--- src/verilog/ext_dma_pkg.sv ---
// Shared constants and types of the two-channel external bus DMA controller
package ext_dma_pkg;

	// ==========================================================
	// Structure
	localparam int CH_NUM = 2;
	localparam int EXT_ADDR_W = 24;

	// ==========================================================
	// Register map: per-channel byte offsets, channel 3 sits one stride above channel 2
	localparam logic [7:0] OFF_SRC = 8'h00;
	localparam logic [7:0] OFF_DST = 8'h04;
	localparam logic [7:0] OFF_CNT = 8'h08;
	localparam logic [7:0] OFF_MODE = 8'h0c;
	localparam logic [7:0] CH_STRIDE = 8'h10;
	localparam int CH_SEL_BIT = 4;

	// ==========================================================
	// Mode control fields
	localparam int BIT_ACTIVE = 15;
	localparam int BIT_BEF = 14;
	localparam int BIT_ACCEPT_EN = 13;
	localparam int BIT_END_EN = 12;
	localparam int BIT_REQ_SENSE = 11;
	localparam int BIT_ADDR_MODE = 10;
	localparam int BIT_OPMODE_HI = 9;
	localparam int BIT_OPMODE_LO = 8;
	localparam int BIT_IRQ_EN = 7;
	localparam int BIT_IRF = 6;
	localparam int BIT_TCEIE = 5;
	localparam int BIT_SDIR = 4;
	localparam int BIT_SIZE = 3;
	localparam logic [15:0] MODE_WR_MASK = 16'h3fbc;
	localparam logic [15:0] MODE_RESET = 16'h0000;

	// ==========================================================
	// Count fields and reset values
	localparam int CNT_BLK_LSB = 16;
	localparam logic [23:0] ADDR_RESET = 24'h000000;
	localparam logic [23:0] CNT_RESET = 24'h000000;
	localparam logic [23:0] CNT_ONE = 24'h000001;
	localparam logic [15:0] BLK_CNT_ONE = 16'h0001;
	localparam logic [8:0] BLOCK_MAX = 9'h100;
	localparam logic [8:0] UNIT_ONE = 9'h001;

	// ==========================================================
	// Enumerations
	typedef enum logic [1:0] {
		OP_AUTO_STEAL = 2'h0,
		OP_AUTO_BURST = 2'h1,
		OP_EXT_STEAL = 2'h2,
		OP_EXT_BLOCK = 2'h3
	} op_mode_e;

	typedef enum logic [1:0] {
		ENG_IDLE = 2'h0,
		ENG_READ = 2'h1,
		ENG_WRITE = 2'h2
	} engine_state_e;

	typedef enum logic [1:0] {
		SENSE_OFF = 2'h0,
		SENSE_WAIT_LOW = 2'h1,
		SENSE_PENDING = 2'h2,
		SENSE_WAIT_HIGH = 2'h3
	} sense_state_e;

	typedef enum logic {
		ARB_IDLE = 1'b0,
		ARB_RUN = 1'b1
	} arb_state_e;

endpackage : ext_dma_pkg

--- src/verilog/bus_cycle_if.sv ---
// Link between the channel controller and the external bus cycle engine
`timescale 1ns/1ps
`default_nettype none
interface bus_cycle_if;
	logic start;
	logic [23:0] rd_addr;
	logic [23:0] wr_addr;
	logic dual;
	logic dev_to_mem;
	logic word;
	logic last_end;
	logic chan;
	logic done;
	logic [1:0] ack_n;
	logic [1:0] end_n;

	modport ctrl (
		output start, rd_addr, wr_addr, dual, dev_to_mem, word, last_end, chan,
		input done, ack_n, end_n
	);
	modport engine (
		input start, rd_addr, wr_addr, dual, dev_to_mem, word, last_end, chan,
		output done, ack_n, end_n
	);
endinterface : bus_cycle_if
`default_nettype wire

--- src/verilog/ext_bus_dma_ctrl.sv ---
// Two-channel external bus DMA controller with APB register access
//
// The APB slave port and the register offsets are this design's own decisions.
`timescale 1ns/1ps
`default_nettype none
module ext_bus_dma_ctrl #(
	parameter int DATA_W = 16
) (
	input wire logic clock_i,
	input wire logic sys_rst_i,
	input wire logic [7:0] paddr_i,
	input wire logic psel_i,
	input wire logic penable_i,
	input wire logic pwrite_i,
	input wire logic [31:0] pwdata_i,
	output logic [31:0] prdata_o,
	output logic pready_o,
	output logic pslverr_o,
	input wire logic [ext_dma_pkg::CH_NUM-1:0] ext_xfer_request_n_i,
	output logic [ext_dma_pkg::CH_NUM-1:0] ext_xfer_acknowledge_n_o,
	output logic [ext_dma_pkg::CH_NUM-1:0] ext_xfer_end_pin_n_o,
	output logic [ext_dma_pkg::CH_NUM-1:0] request_accepted_pin_n_o,
	output logic [ext_dma_pkg::CH_NUM-1:0] irq_o,
	input wire logic [ext_dma_pkg::CH_NUM-1:0] abort_i,
	input wire logic nmi_i,
	input wire logic hw_standby_i,
	output logic [ext_dma_pkg::EXT_ADDR_W-1:0] ext_addr_o,
	output logic ext_rd_o,
	output logic ext_wr_o,
	output logic ext_word_o,
	output logic [DATA_W-1:0] ext_wdata_o,
	input wire logic [DATA_W-1:0] ext_rdata_i,
	input wire logic ext_ready_i
);
	import ext_dma_pkg::*;

	// Word transfers need at least a 16-bit data path
	if (DATA_W < 16)
		$error("DATA_W must be at least 16");

	// ==========================================================
	// Declarations
	bus_cycle_if cyc();

	logic [23:0] src_reg [CH_NUM];
	logic [23:0] dst_reg [CH_NUM];
	logic [23:0] cnt_reg [CH_NUM];
	logic [15:0] mode_reg [CH_NUM];
	logic [8:0] blk_left_reg [CH_NUM];
	logic eda_reg [CH_NUM];
	logic bef_reg [CH_NUM];
	logic irf_reg [CH_NUM];
	logic irf_seen_reg [CH_NUM];
	logic bef_seen_reg [CH_NUM];
	logic halt_req_reg [CH_NUM];
	logic in_block_reg [CH_NUM];
	logic [CH_NUM-1:0] accept_n_reg;
	logic [CH_NUM-1:0] ready;
	logic [CH_NUM-1:0] pending;
	logic [CH_NUM-1:0] start_ch;
	logic [CH_NUM-1:0] done_ch;
	logic [CH_NUM-1:0] last_ch;
	logic [CH_NUM-1:0] more_ch;
	logic [CH_NUM-1:0] consume;
	logic [CH_NUM-1:0] wr_src;
	logic [CH_NUM-1:0] wr_dst;
	logic [CH_NUM-1:0] wr_cnt;
	logic [CH_NUM-1:0] wr_mode;
	logic [CH_NUM-1:0] rd_mode;

	arb_state_e arb_reg;
	logic cur_reg;
	logic lock_reg;
	logic start_reg;
	logic [23:0] rd_addr_reg;
	logic [23:0] wr_addr_reg;
	logic dual_reg;
	logic dir_reg;
	logic word_reg;
	logic last_end_reg;
	logic pick;
	logic issue;
	logic acc_wr;
	logic acc_rd;
	logic mapped;
	logic addr_ch;
	logic [7:0] reg_off;

	// ==========================================================
	// APB decode; zero wait states, unmapped offsets answer with an error
	assign reg_off = paddr_i & ~CH_STRIDE;
	assign addr_ch = paddr_i[CH_SEL_BIT];
	assign mapped = (reg_off == OFF_SRC) || (reg_off == OFF_DST) ||
		(reg_off == OFF_CNT) || (reg_off == OFF_MODE);
	assign acc_wr = psel_i && penable_i && pwrite_i && mapped;
	assign acc_rd = psel_i && penable_i && !pwrite_i && mapped;
	assign pready_o = 1'b1;
	assign pslverr_o = psel_i && penable_i && !mapped;

	// Read data is captured in the setup phase so it comes from a flop
	always_ff @(posedge clock_i)
	begin
		if (sys_rst_i)
			prdata_o <= 32'h00000000;
		else if (psel_i && !penable_i && !pwrite_i)
		begin
			if (reg_off == OFF_SRC)
				prdata_o <= {8'h00, src_reg[addr_ch]};
			else if (reg_off == OFF_DST)
				prdata_o <= {8'h00, dst_reg[addr_ch]};
			else if (reg_off == OFF_CNT)
				prdata_o <= {8'h00, cnt_reg[addr_ch]};
			else if (reg_off == OFF_MODE)
				prdata_o <= {16'h0000, eda_reg[addr_ch], bef_reg[addr_ch],
					mode_reg[addr_ch][13:7], irf_reg[addr_ch], mode_reg[addr_ch][5:0]};
			else
				prdata_o <= 32'h00000000;
		end
	end

	// ==========================================================
	// Per-channel registers and control
	for (genvar c = 0; c < CH_NUM; c++)
	begin : g_ch
		logic is_block;
		logic is_ext;
		logic single;
		logic sdir;
		logic unit_last;
		logic count_end;
		logic halt_done;
		logic kill;
		logic [8:0] blk_size;
		logic [23:0] step;

		assign is_block = (mode_reg[c][BIT_OPMODE_HI:BIT_OPMODE_LO] == OP_EXT_BLOCK);
		assign is_ext = mode_reg[c][BIT_OPMODE_HI];
		assign single = mode_reg[c][BIT_ADDR_MODE];
		assign sdir = mode_reg[c][BIT_SDIR];
		assign step = mode_reg[c][BIT_SIZE] ? 24'h000002 : 24'h000001;
		assign wr_src[c] = acc_wr && addr_ch == 1'(c) && reg_off == OFF_SRC;
		assign wr_dst[c] = acc_wr && addr_ch == 1'(c) && reg_off == OFF_DST;
		assign wr_cnt[c] = acc_wr && addr_ch == 1'(c) && reg_off == OFF_CNT;
		assign wr_mode[c] = acc_wr && addr_ch == 1'(c) && reg_off == OFF_MODE;
		assign rd_mode[c] = acc_rd && addr_ch == 1'(c) && reg_off == OFF_MODE;
		assign done_ch[c] = cyc.done && cur_reg == 1'(c);
		assign start_ch[c] = issue && pick == 1'(c);

		// Block size field of zero stands for the largest block
		assign blk_size = (cnt_reg[c][23:16] == 8'h00) ? BLOCK_MAX : {1'b0, cnt_reg[c][23:16]};
		assign unit_last = in_block_reg[c] ? (blk_left_reg[c] == UNIT_ONE) : (blk_size == UNIT_ONE);
		// A zero count never reaches the last transfer, so it runs free
		assign last_ch[c] = is_block ? (cnt_reg[c][15:0] == BLK_CNT_ONE && unit_last)
			: (cnt_reg[c] == CNT_ONE);
		assign more_ch[c] = is_block && !unit_last;
		assign count_end = done_ch[c] && last_ch[c];
		assign halt_done = done_ch[c] && is_block && unit_last && halt_req_reg[c];
		assign kill = nmi_i || hw_standby_i || abort_i[c];

		// External mode waits for a request, except inside a started block
		assign ready[c] = eda_reg[c] && (!is_ext || in_block_reg[c] || pending[c]);
		assign consume[c] = start_ch[c] && is_ext && !in_block_reg[c];

		xfer_request_sense u_sense (
			.clock_i(clock_i),
			.sys_rst_i(sys_rst_i),
			.enable_i(eda_reg[c]),
			.req_n_i(ext_xfer_request_n_i[c]),
			.edge_mode_i(mode_reg[c][BIT_REQ_SENSE]),
			.consume_i(consume[c]),
			.pending_o(pending[c])
		);

		// Addresses advance by the unit size; the device side in single mode is skipped
		always_ff @(posedge clock_i)
		begin
			if (sys_rst_i)
			begin
				src_reg[c] <= ADDR_RESET;
				dst_reg[c] <= ADDR_RESET;
			end
			else
			begin
				if (wr_src[c])
					src_reg[c] <= pwdata_i[23:0];
				else if (done_ch[c] && (!single || !sdir))
					src_reg[c] <= src_reg[c] + step;
				if (wr_dst[c])
					dst_reg[c] <= pwdata_i[23:0];
				else if (done_ch[c] && (!single || sdir))
					dst_reg[c] <= dst_reg[c] + step;
			end
		end

		// Counters; block transfers never touch the block size field, other modes count down all 24 bits
		always_ff @(posedge clock_i)
		begin
			if (sys_rst_i)
			begin
				cnt_reg[c] <= CNT_RESET;
				blk_left_reg[c] <= UNIT_ONE;
				in_block_reg[c] <= 1'b0;
			end
			else if (wr_cnt[c])
				cnt_reg[c] <= pwdata_i[23:0];
			else if (nmi_i)
				in_block_reg[c] <= 1'b0;
			else if (start_ch[c] && is_block && !in_block_reg[c])
			begin
				blk_left_reg[c] <= blk_size;
				in_block_reg[c] <= 1'b1;
			end
			else if (done_ch[c])
			begin
				if (is_block)
				begin
					blk_left_reg[c] <= blk_left_reg[c] - UNIT_ONE;
					if (unit_last)
					begin
						in_block_reg[c] <= 1'b0;
						if (cnt_reg[c][15:0] != 16'h0000)
							cnt_reg[c][15:0] <= cnt_reg[c][15:0] - 16'h0001;
					end
				end
				else if (cnt_reg[c] != CNT_RESET)
					cnt_reg[c] <= cnt_reg[c] - CNT_ONE;
			end
		end

		// Active bit, halt request and mode fields
		always_ff @(posedge clock_i)
		begin
			if (sys_rst_i)
			begin
				eda_reg[c] <= 1'b0;
				halt_req_reg[c] <= 1'b0;
				mode_reg[c] <= MODE_RESET;
			end
			else
			begin
				if (wr_mode[c])
					mode_reg[c] <= pwdata_i[15:0] & MODE_WR_MASK;
				if (kill || count_end || halt_done)
				begin
					eda_reg[c] <= 1'b0;
					halt_req_reg[c] <= 1'b0;
				end
				else if (wr_mode[c] && pwdata_i[BIT_ACTIVE] && !eda_reg[c])
					eda_reg[c] <= 1'b1;
				else if (wr_mode[c] && !pwdata_i[BIT_ACTIVE] && eda_reg[c])
				begin
					// A block in flight is finished before the channel stops
					if (is_block && in_block_reg[c])
						halt_req_reg[c] <= 1'b1;
					else
						eda_reg[c] <= 1'b0;
				end
			end
		end

		// Sticky flags; a hardware set beats a software clear in the same cycle
		always_ff @(posedge clock_i)
		begin
			if (sys_rst_i)
			begin
				irf_reg[c] <= 1'b0;
				irf_seen_reg[c] <= 1'b0;
				bef_reg[c] <= 1'b0;
				bef_seen_reg[c] <= 1'b0;
			end
			else
			begin
				if (count_end && mode_reg[c][BIT_TCEIE])
					irf_reg[c] <= 1'b1;
				else if (wr_mode[c] && ((pwdata_i[BIT_ACTIVE] && !eda_reg[c]) ||
					(!pwdata_i[BIT_IRF] && irf_seen_reg[c])))
					irf_reg[c] <= 1'b0;
				if (nmi_i && eda_reg[c] && in_block_reg[c])
					bef_reg[c] <= 1'b1;
				else if (wr_mode[c] && !pwdata_i[BIT_BEF] && bef_seen_reg[c])
					bef_reg[c] <= 1'b0;
				if (wr_mode[c])
				begin
					irf_seen_reg[c] <= 1'b0;
					bef_seen_reg[c] <= 1'b0;
				end
				else if (rd_mode[c])
				begin
					irf_seen_reg[c] <= irf_reg[c];
					bef_seen_reg[c] <= bef_reg[c];
				end
			end
		end

		// Acceptance pulse when a request is taken and its transfer begins
		always_ff @(posedge clock_i)
		begin
			if (sys_rst_i)
				accept_n_reg[c] <= 1'b1;
			else
				accept_n_reg[c] <= !(consume[c] && mode_reg[c][BIT_ACCEPT_EN]);
		end

		assign irq_o[c] = irf_reg[c] && mode_reg[c][BIT_IRQ_EN];
	end

	// ==========================================================
	// Arbitration: a locked burst or block keeps the bus, else channel 2 wins
	assign pick = (lock_reg && ready[cur_reg]) ? cur_reg : !ready[0];
	assign issue = (arb_reg == ARB_IDLE) && (|ready) && !nmi_i && !hw_standby_i;

	always_ff @(posedge clock_i)
	begin
		if (sys_rst_i)
		begin
			arb_reg <= ARB_IDLE;
			cur_reg <= 1'b0;
			lock_reg <= 1'b0;
			start_reg <= 1'b0;
		end
		else
		begin
			start_reg <= 1'b0;
			unique case (arb_reg)
				ARB_IDLE:
					if (issue)
					begin
						arb_reg <= ARB_RUN;
						cur_reg <= pick;
						start_reg <= 1'b1;
					end
				ARB_RUN:
					if (cyc.done)
					begin
						// Cycle steal always reopens arbitration between transfers
						arb_reg <= ARB_IDLE;
						lock_reg <= more_ch[cur_reg] || (mode_reg[cur_reg][BIT_OPMODE_HI:BIT_OPMODE_LO]
							== OP_AUTO_BURST);
					end
			endcase
		end
	end

	// Transfer attributes sampled from the chosen channel at issue
	always_ff @(posedge clock_i)
	begin
		if (sys_rst_i)
		begin
			rd_addr_reg <= ADDR_RESET;
			wr_addr_reg <= ADDR_RESET;
			dual_reg <= 1'b1;
			dir_reg <= 1'b0;
			word_reg <= 1'b0;
			last_end_reg <= 1'b0;
		end
		else if (issue)
		begin
			rd_addr_reg <= src_reg[pick];
			wr_addr_reg <= dst_reg[pick];
			dual_reg <= !mode_reg[pick][BIT_ADDR_MODE];
			dir_reg <= mode_reg[pick][BIT_SDIR];
			word_reg <= mode_reg[pick][BIT_SIZE];
			last_end_reg <= last_ch[pick] && mode_reg[pick][BIT_END_EN];
		end
	end

	assign cyc.start = start_reg;
	assign cyc.rd_addr = rd_addr_reg;
	assign cyc.wr_addr = wr_addr_reg;
	assign cyc.dual = dual_reg;
	assign cyc.dev_to_mem = dir_reg;
	assign cyc.word = word_reg;
	assign cyc.last_end = last_end_reg;
	assign cyc.chan = cur_reg;

	// ==========================================================
	// Bus engine and channel pins
	bus_cycle_engine #(
		.DATA_W(DATA_W)
	) u_engine (
		.clock_i(clock_i),
		.sys_rst_i(sys_rst_i),
		.cyc(cyc),
		.ext_addr_o(ext_addr_o),
		.ext_rd_o(ext_rd_o),
		.ext_wr_o(ext_wr_o),
		.ext_word_o(ext_word_o),
		.ext_wdata_o(ext_wdata_o),
		.ext_rdata_i(ext_rdata_i),
		.ext_ready_i(ext_ready_i)
	);

	assign ext_xfer_acknowledge_n_o = cyc.ack_n;
	assign ext_xfer_end_pin_n_o = cyc.end_n;
	assign request_accepted_pin_n_o = accept_n_reg;

endmodule : ext_bus_dma_ctrl
`default_nettype wire

--- src/verilog/xfer_request_sense.sv ---
// External request sampler for one channel: level or falling-edge sensing
`timescale 1ns/1ps
`default_nettype none
module xfer_request_sense (
	input wire logic clock_i,
	input wire logic sys_rst_i,
	input wire logic enable_i,
	input wire logic req_n_i,
	input wire logic edge_mode_i,
	input wire logic consume_i,
	output logic pending_o
);
	import ext_dma_pkg::*;

	sense_state_e state_reg;

	// ==========================================================
	// Sense state machine; entering from OFF always waits for a low level
	always_ff @(posedge clock_i)
	begin
		if (sys_rst_i || !enable_i)
			state_reg <= SENSE_OFF;
		else
		begin
			unique case (state_reg)
				SENSE_OFF: state_reg <= SENSE_WAIT_LOW;
				SENSE_WAIT_LOW:
					if (!req_n_i)
						state_reg <= SENSE_PENDING;
				SENSE_PENDING:
					if (consume_i)
						state_reg <= edge_mode_i ? SENSE_WAIT_HIGH : SENSE_WAIT_LOW;
				SENSE_WAIT_HIGH:
					if (req_n_i)
						state_reg <= SENSE_WAIT_LOW;
			endcase
		end
	end

	// Pending only after the low level was seen in the armed state
	assign pending_o = (state_reg == SENSE_PENDING);

endmodule : xfer_request_sense
`default_nettype wire

--- src/verilog/bus_cycle_engine.sv ---
// External bus cycle engine: one read and/or one write per transfer
`timescale 1ns/1ps
`default_nettype none
module bus_cycle_engine #(
	parameter int DATA_W = 16
) (
	input wire logic clock_i,
	input wire logic sys_rst_i,
	bus_cycle_if.engine cyc,
	output logic [ext_dma_pkg::EXT_ADDR_W-1:0] ext_addr_o,
	output logic ext_rd_o,
	output logic ext_wr_o,
	output logic ext_word_o,
	output logic [DATA_W-1:0] ext_wdata_o,
	input wire logic [DATA_W-1:0] ext_rdata_i,
	input wire logic ext_ready_i
);
	import ext_dma_pkg::*;

	engine_state_e state_reg;
	logic [23:0] wr_addr_reg;
	logic dual_reg;
	logic chan_reg;
	logic last_end_reg;
	logic done_reg;
	logic final_phase;

	// ==========================================================
	// Cycle sequencing; strobes stay up until the target answers ready
	always_ff @(posedge clock_i)
	begin
		if (sys_rst_i)
		begin
			state_reg <= ENG_IDLE;
			ext_rd_o <= 1'b0;
			ext_wr_o <= 1'b0;
			ext_addr_o <= ADDR_RESET;
			done_reg <= 1'b0;
		end
		else
		begin
			done_reg <= 1'b0;
			unique case (state_reg)
				ENG_IDLE:
					if (cyc.start)
					begin
						// Single mode uses only the memory-side address
						if (cyc.dual || !cyc.dev_to_mem)
						begin
							state_reg <= ENG_READ;
							ext_rd_o <= 1'b1;
							ext_addr_o <= cyc.rd_addr;
						end
						else
						begin
							state_reg <= ENG_WRITE;
							ext_wr_o <= 1'b1;
							ext_addr_o <= cyc.wr_addr;
						end
					end
				ENG_READ:
					if (ext_ready_i)
					begin
						ext_rd_o <= 1'b0;
						if (dual_reg)
						begin
							state_reg <= ENG_WRITE;
							ext_wr_o <= 1'b1;
							ext_addr_o <= wr_addr_reg;
						end
						else
						begin
							state_reg <= ENG_IDLE;
							done_reg <= 1'b1;
						end
					end
				ENG_WRITE:
					if (ext_ready_i)
					begin
						ext_wr_o <= 1'b0;
						state_reg <= ENG_IDLE;
						done_reg <= 1'b1;
					end
				default: state_reg <= ENG_IDLE;
			endcase
		end
	end

	// Transfer attributes held for the whole transfer
	always_ff @(posedge clock_i)
	begin
		if (sys_rst_i)
		begin
			wr_addr_reg <= ADDR_RESET;
			dual_reg <= 1'b0;
			chan_reg <= 1'b0;
			last_end_reg <= 1'b0;
			ext_word_o <= 1'b0;
		end
		else if (state_reg == ENG_IDLE && cyc.start)
		begin
			wr_addr_reg <= cyc.wr_addr;
			dual_reg <= cyc.dual;
			chan_reg <= cyc.chan;
			last_end_reg <= cyc.last_end;
			ext_word_o <= cyc.word;
		end
	end

	// Read data is parked here for the write half of a dual transfer
	always_ff @(posedge clock_i)
	begin
		if (sys_rst_i)
			ext_wdata_o <= '0;
		else if (state_reg == ENG_READ && ext_ready_i)
			ext_wdata_o <= ext_rdata_i;
	end

	// ==========================================================
	// Channel pins follow the cycle state; end marks only the closing bus cycle
	assign final_phase = dual_reg ? (state_reg == ENG_WRITE) : (state_reg != ENG_IDLE);
	for (genvar c = 0; c < CH_NUM; c++)
	begin : g_pins
		assign cyc.ack_n[c] = !(state_reg != ENG_IDLE && !dual_reg && chan_reg == 1'(c));
		assign cyc.end_n[c] = !(final_phase && last_end_reg && chan_reg == 1'(c));
	end
	assign cyc.done = done_reg;

endmodule : bus_cycle_engine
`default_nettype wire

--- config.mk ---
export PLATFORM = sky130hd
export DESIGN_NAME = ext_bus_dma_ctrl
export DESIGN_NICKNAME = d
export VERILOG_FILES = /design/src/verilog/ext_dma_pkg.sv /design/src/verilog/bus_cycle_if.sv /design/src/verilog/ext_bus_dma_ctrl.sv /design/src/verilog/xfer_request_sense.sv /design/src/verilog/bus_cycle_engine.sv
export SDC_FILE = /design/constraint.sdc
export NUM_CORES = 1
export LEC_CHECK = 0
export BUFFER_PORTS_ARGS = -buffer_cell sky130_fd_sc_hd__buf_2
export CORE_MARGIN = 3
export CORE_UTILIZATION = 50
export CTS_CLUSTER_DIAMETER = 150
export DETAILED_ROUTE_END_ITERATION = 8
export PLACE_DENSITY = 0.76
export SYNTH_ARGS = -nofsm -noshare
export SYNTH_HDL_FRONTEND = slang
export SYNTH_SLANG_ARGS = --single-unit
--- constraint.sdc ---
create_clock -name clock_i -period 7 [get_ports clock_i]
set_clock_uncertainty 0.1 [all_clocks]
set_input_delay 0.35 -clock clock_i [delete_from_list [all_inputs] [get_ports clock_i]]
set_output_delay 0.35 -clock clock_i [all_outputs]
set_load 0.02 [all_outputs]
==> impl_metrics.json <==
{
  "rsz0062_at_grt": "false",
  "tritoncts.num_buffers": 40,
  "tightest_hold_check_type": "in -> reg",
  "ctsLongestPathBuffers": 3,
  "floorplan.initialDensity_pct": 51.2,
  "required_ns": 7.06,
  "result_of_the_run": "completed",
  "grtUsageTotal_pct": 29.4,
  "timing.final.crit_period_ns": 3.90,
  "start_kind": "flop",
  "synthesis.yosys.warnings": 0,
  "htree_num_levels": 2,
  "leak_pwr_nw": 7.89,
  "synth_flop_cell": "sky130_fd_sc_hd__edfxtp_1",
  "floorplan.die.height_um": 203,
  "crit_slowest_cell": "sky130_fd_sc_hd__a21o_1",
  "pre_cts_slack_ns": 3.02,
  "post_synth_main_area_contributors": "sky130_fd_sc_hd__edfxtp_1 31%, sky130_fd_sc_hd__dfxtp_1 17%, sky130_fd_sc_hd__nand2_1 7.9%",
  "grt_start_max_net_pins": 107,
  "route.final.wire_length_mm": 62.2,
  "fmax_mhz": 257,
  "crit_path_largest_cell_delay_ns": 0.77,
  "placedCellCount": 2643,
  "power_density_nw_per_um2": 233,
  "core_area_sq_um": 37900,
  "grt_pass1_wl_mm": 95.7,
  "totalNegativeSetupSlack_ns": 0,
  "first_global_vias": 16621,
  "kind_of_critical_path": "reg -> reg",
  "n_fill_cell": 3232,
  "worst_setup_path_end_kind": "flop",
  "insertion_delay_ns": 0.54,
  "port_buf_inserts": 135,
  "finish.cell_count_without_fillers": 2733,
  "netlist_top_cells_count": "408 x sky130_fd_sc_hd__nand2_1, 198 x sky130_fd_sc_hd__edfxtp_1, 197 x sky130_fd_sc_hd__o21ai_0",
  "crit_fanout": 55,
  "setup_viol": 0,
  "drc_errors": 0,
  "drt-initial-drc-count": 2588,
  "fin_total_pwr_mw": 5.11,
  "cts_tree": "yes",
  "postSynthCellCount": 2096,
  "crit_arrival_ns": 3.96,
  "pwr-share-clk_pct": 41.9,
  "p_sw_mw": 1.35,
  "drt-wirelength-per-cell_um": 22.8,
  "path_cells": "inv_1 > ha_1 > or3b_2 > nand3_1 > a31oi_4 > buf_4 > a21oi_1 > a21o_1",
  "synth-async-reset-ratio_pct": 0,
  "worst_slew_pin_slew_ns": 1.27,
  "yosysMostFrequentCell": "sky130_fd_sc_hd__nand2_1",
  "drt-vias-per-instance": 6.34,
  "synth_enable_flop_cells": 198,
  "vias": 17317,
  "hold_viol": 0,
  "drtPass1Iterations": 7,
  "drive_gt1_share_pct": 11.3,
  "place_congestion": 0.969,
  "final_antenna_net_count": 0,
  "rows": 71,
  "dieWidth_um": 203,
  "boundaryPins": 153,
  "worst_slew_margin_rel_pct": 14.8,
  "fp.dieArea_sq_um": 41200,
  "syn_to_final_growth_pct": 13.2,
  "syn_avg_cell_area_sq_um": 9.26,
  "switching_share_pct": 26.4,
  "postSynthRegisterBits": 358,
  "p_comb_share_pct": 11.6,
  "synth.top_cell.area_share_pct": 30.6,
  "cts_setup_buffers": 0,
  "area_of_the_mapped_netlist_sq_um": 19400,
  "fin_ws_ns": 3.10,
  "grt_antenna_before_repair": 0,
  "maxCapViolations": 0,
  "netlist.top_cell.by_area": "sky130_fd_sc_hd__edfxtp_1",
  "internal_power_mw": 3.76,
  "portion_of_the_post_synthesis_area_used_by_sequential_elements_pct": 47.1,
  "report.final.slew_viol_count": 0,
  "clock-root-buffer": "sky130_fd_sc_hd__clkbuf_16",
  "dp_hpwl_mm": 43.4,
  "power.sequential.fraction_pct": 46.5,
  "worst_setup_hold_path_clk_slew_ns": 0.06,
  "synth.lib_cells_used.distinct": 73,
  "vdd_drop_max_mv": 0.179,
  "grt.overflow.total": 0,
  "clkSinkCount": 358,
  "min_period_over_period_pct": 55.7,
  "finalNetCount": 2289
}
## per-stage QoR
stage                     instance area, sq um  hold slack, ns  utilization [%]
after detailed placement                 20500           0.347             53.9
after CTS                                22000          0.0178             57.9
after floorplan                          19400           0.332                -
after global routing                     22000          0.0307             57.9
final                                    22000          0.0336             57.9
after global placement                   20500           0.339             53.9
## critical path: cells and delay by family (launching register included)
family,cells,cell delay [ns]
AO/OA/AOI/OAI,3,1.55
AND/OR/NAND/NOR,2,0.78
buffers and inverters,2,0.46
flip-flops,1,0.36
adder cells (fa/ha/maj),1,0.25
## cell type report
cell class	instances	area (sq um)	share of cell area, %
antenna	1	2.50	0.0114
clock buffer	55	1160	5.28
clock inverter	18	174	0.792
inverter	47	176	0.803
multi-input combinational	1571	9660	44.0
sequential	358	9150	41.7
tap	511	639	2.91
timing repair buffer	172	998	4.55
## cell usage in the layout, fill, tap and decap left out, types with 44 or more instances in the layout
cell,instances
sky130_fd_sc_hd__nand3_1,44
sky130_fd_sc_hd__dfxtp_1,160
sky130_fd_sc_hd__inv_1,46
sky130_fd_sc_hd__a222oi_1,50
sky130_fd_sc_hd__xor2_1,74
sky130_fd_sc_hd__nor2_1,166
sky130_fd_sc_hd__a21oi_1,81
sky130_fd_sc_hd__xnor2_1,70
sky130_fd_sc_hd__edfxtp_1,198
sky130_fd_sc_hd__mux2i_1,101
sky130_fd_sc_hd__o21ai_0,197
sky130_fd_sc_hd__nand2_1,407
sky130_fd_sc_hd__buf_2,133
## logic make-up after synthesis
group           count (synthesis)  share of synthesized area [%]
flops                         358                           47.1
buf+inv                       174                           3.66
mux                           112                           6.43
fa+ha+maj                      31                           2.15
simple gates                  848                           20.0
other cells                     2                         0.0387
compound gates                427                           14.1
xor+xnor                      144                           6.50
## repair_timing
| item | CTS | global route |
|---|---|---|
| gates resized for setup | 0 | 0 |
| hold buffers | 16 | 0 |
| setup endpoints to repair | 0 | 0 |
| endpoints found under the hold margin | 16 | 0 |
## final timing paths
kind / from / endpoint / slack, ns / depth (start not counted)
max: g_ch[0].u_sense.state_reg[0] / cnt_reg[0][6] / 3.10 / 8
min reg2reg: u_engine.wr_addr_reg[20] / u_engine.wr_addr_reg[20] / 0.36 / 2
min: ext_ready_i / u_engine.cyc.done / 0.03 / 2
max reg2reg: g_ch[0].u_sense.state_reg[0] / cnt_reg[0][6] / 3.10 / 8
## power by group through the flow
stage / sequential (mW) / clock (mW) / combinational (mW)
global placement: 2.41 / 0 / 0.556
global route: 2.38 / 2.24 / 0.635
finish: 2.37 / 2.14 / 0.593
floorplan: 2.39 / 0 / 0.395
detailed placement: 2.41 / 0 / 0.570
CTS: 2.37 / 2.16 / 0.581
## per-layer routing
metal	global-route usage [%]	routed length [um]	vias up
met5	0	0	-
met4	14.5	3390	0
met3	5.48	6770	207
met2	46.3	28100	1109
met1	39.2	23900	8256
li1	-	-	7745
Power figures use the tool's default switching activity.
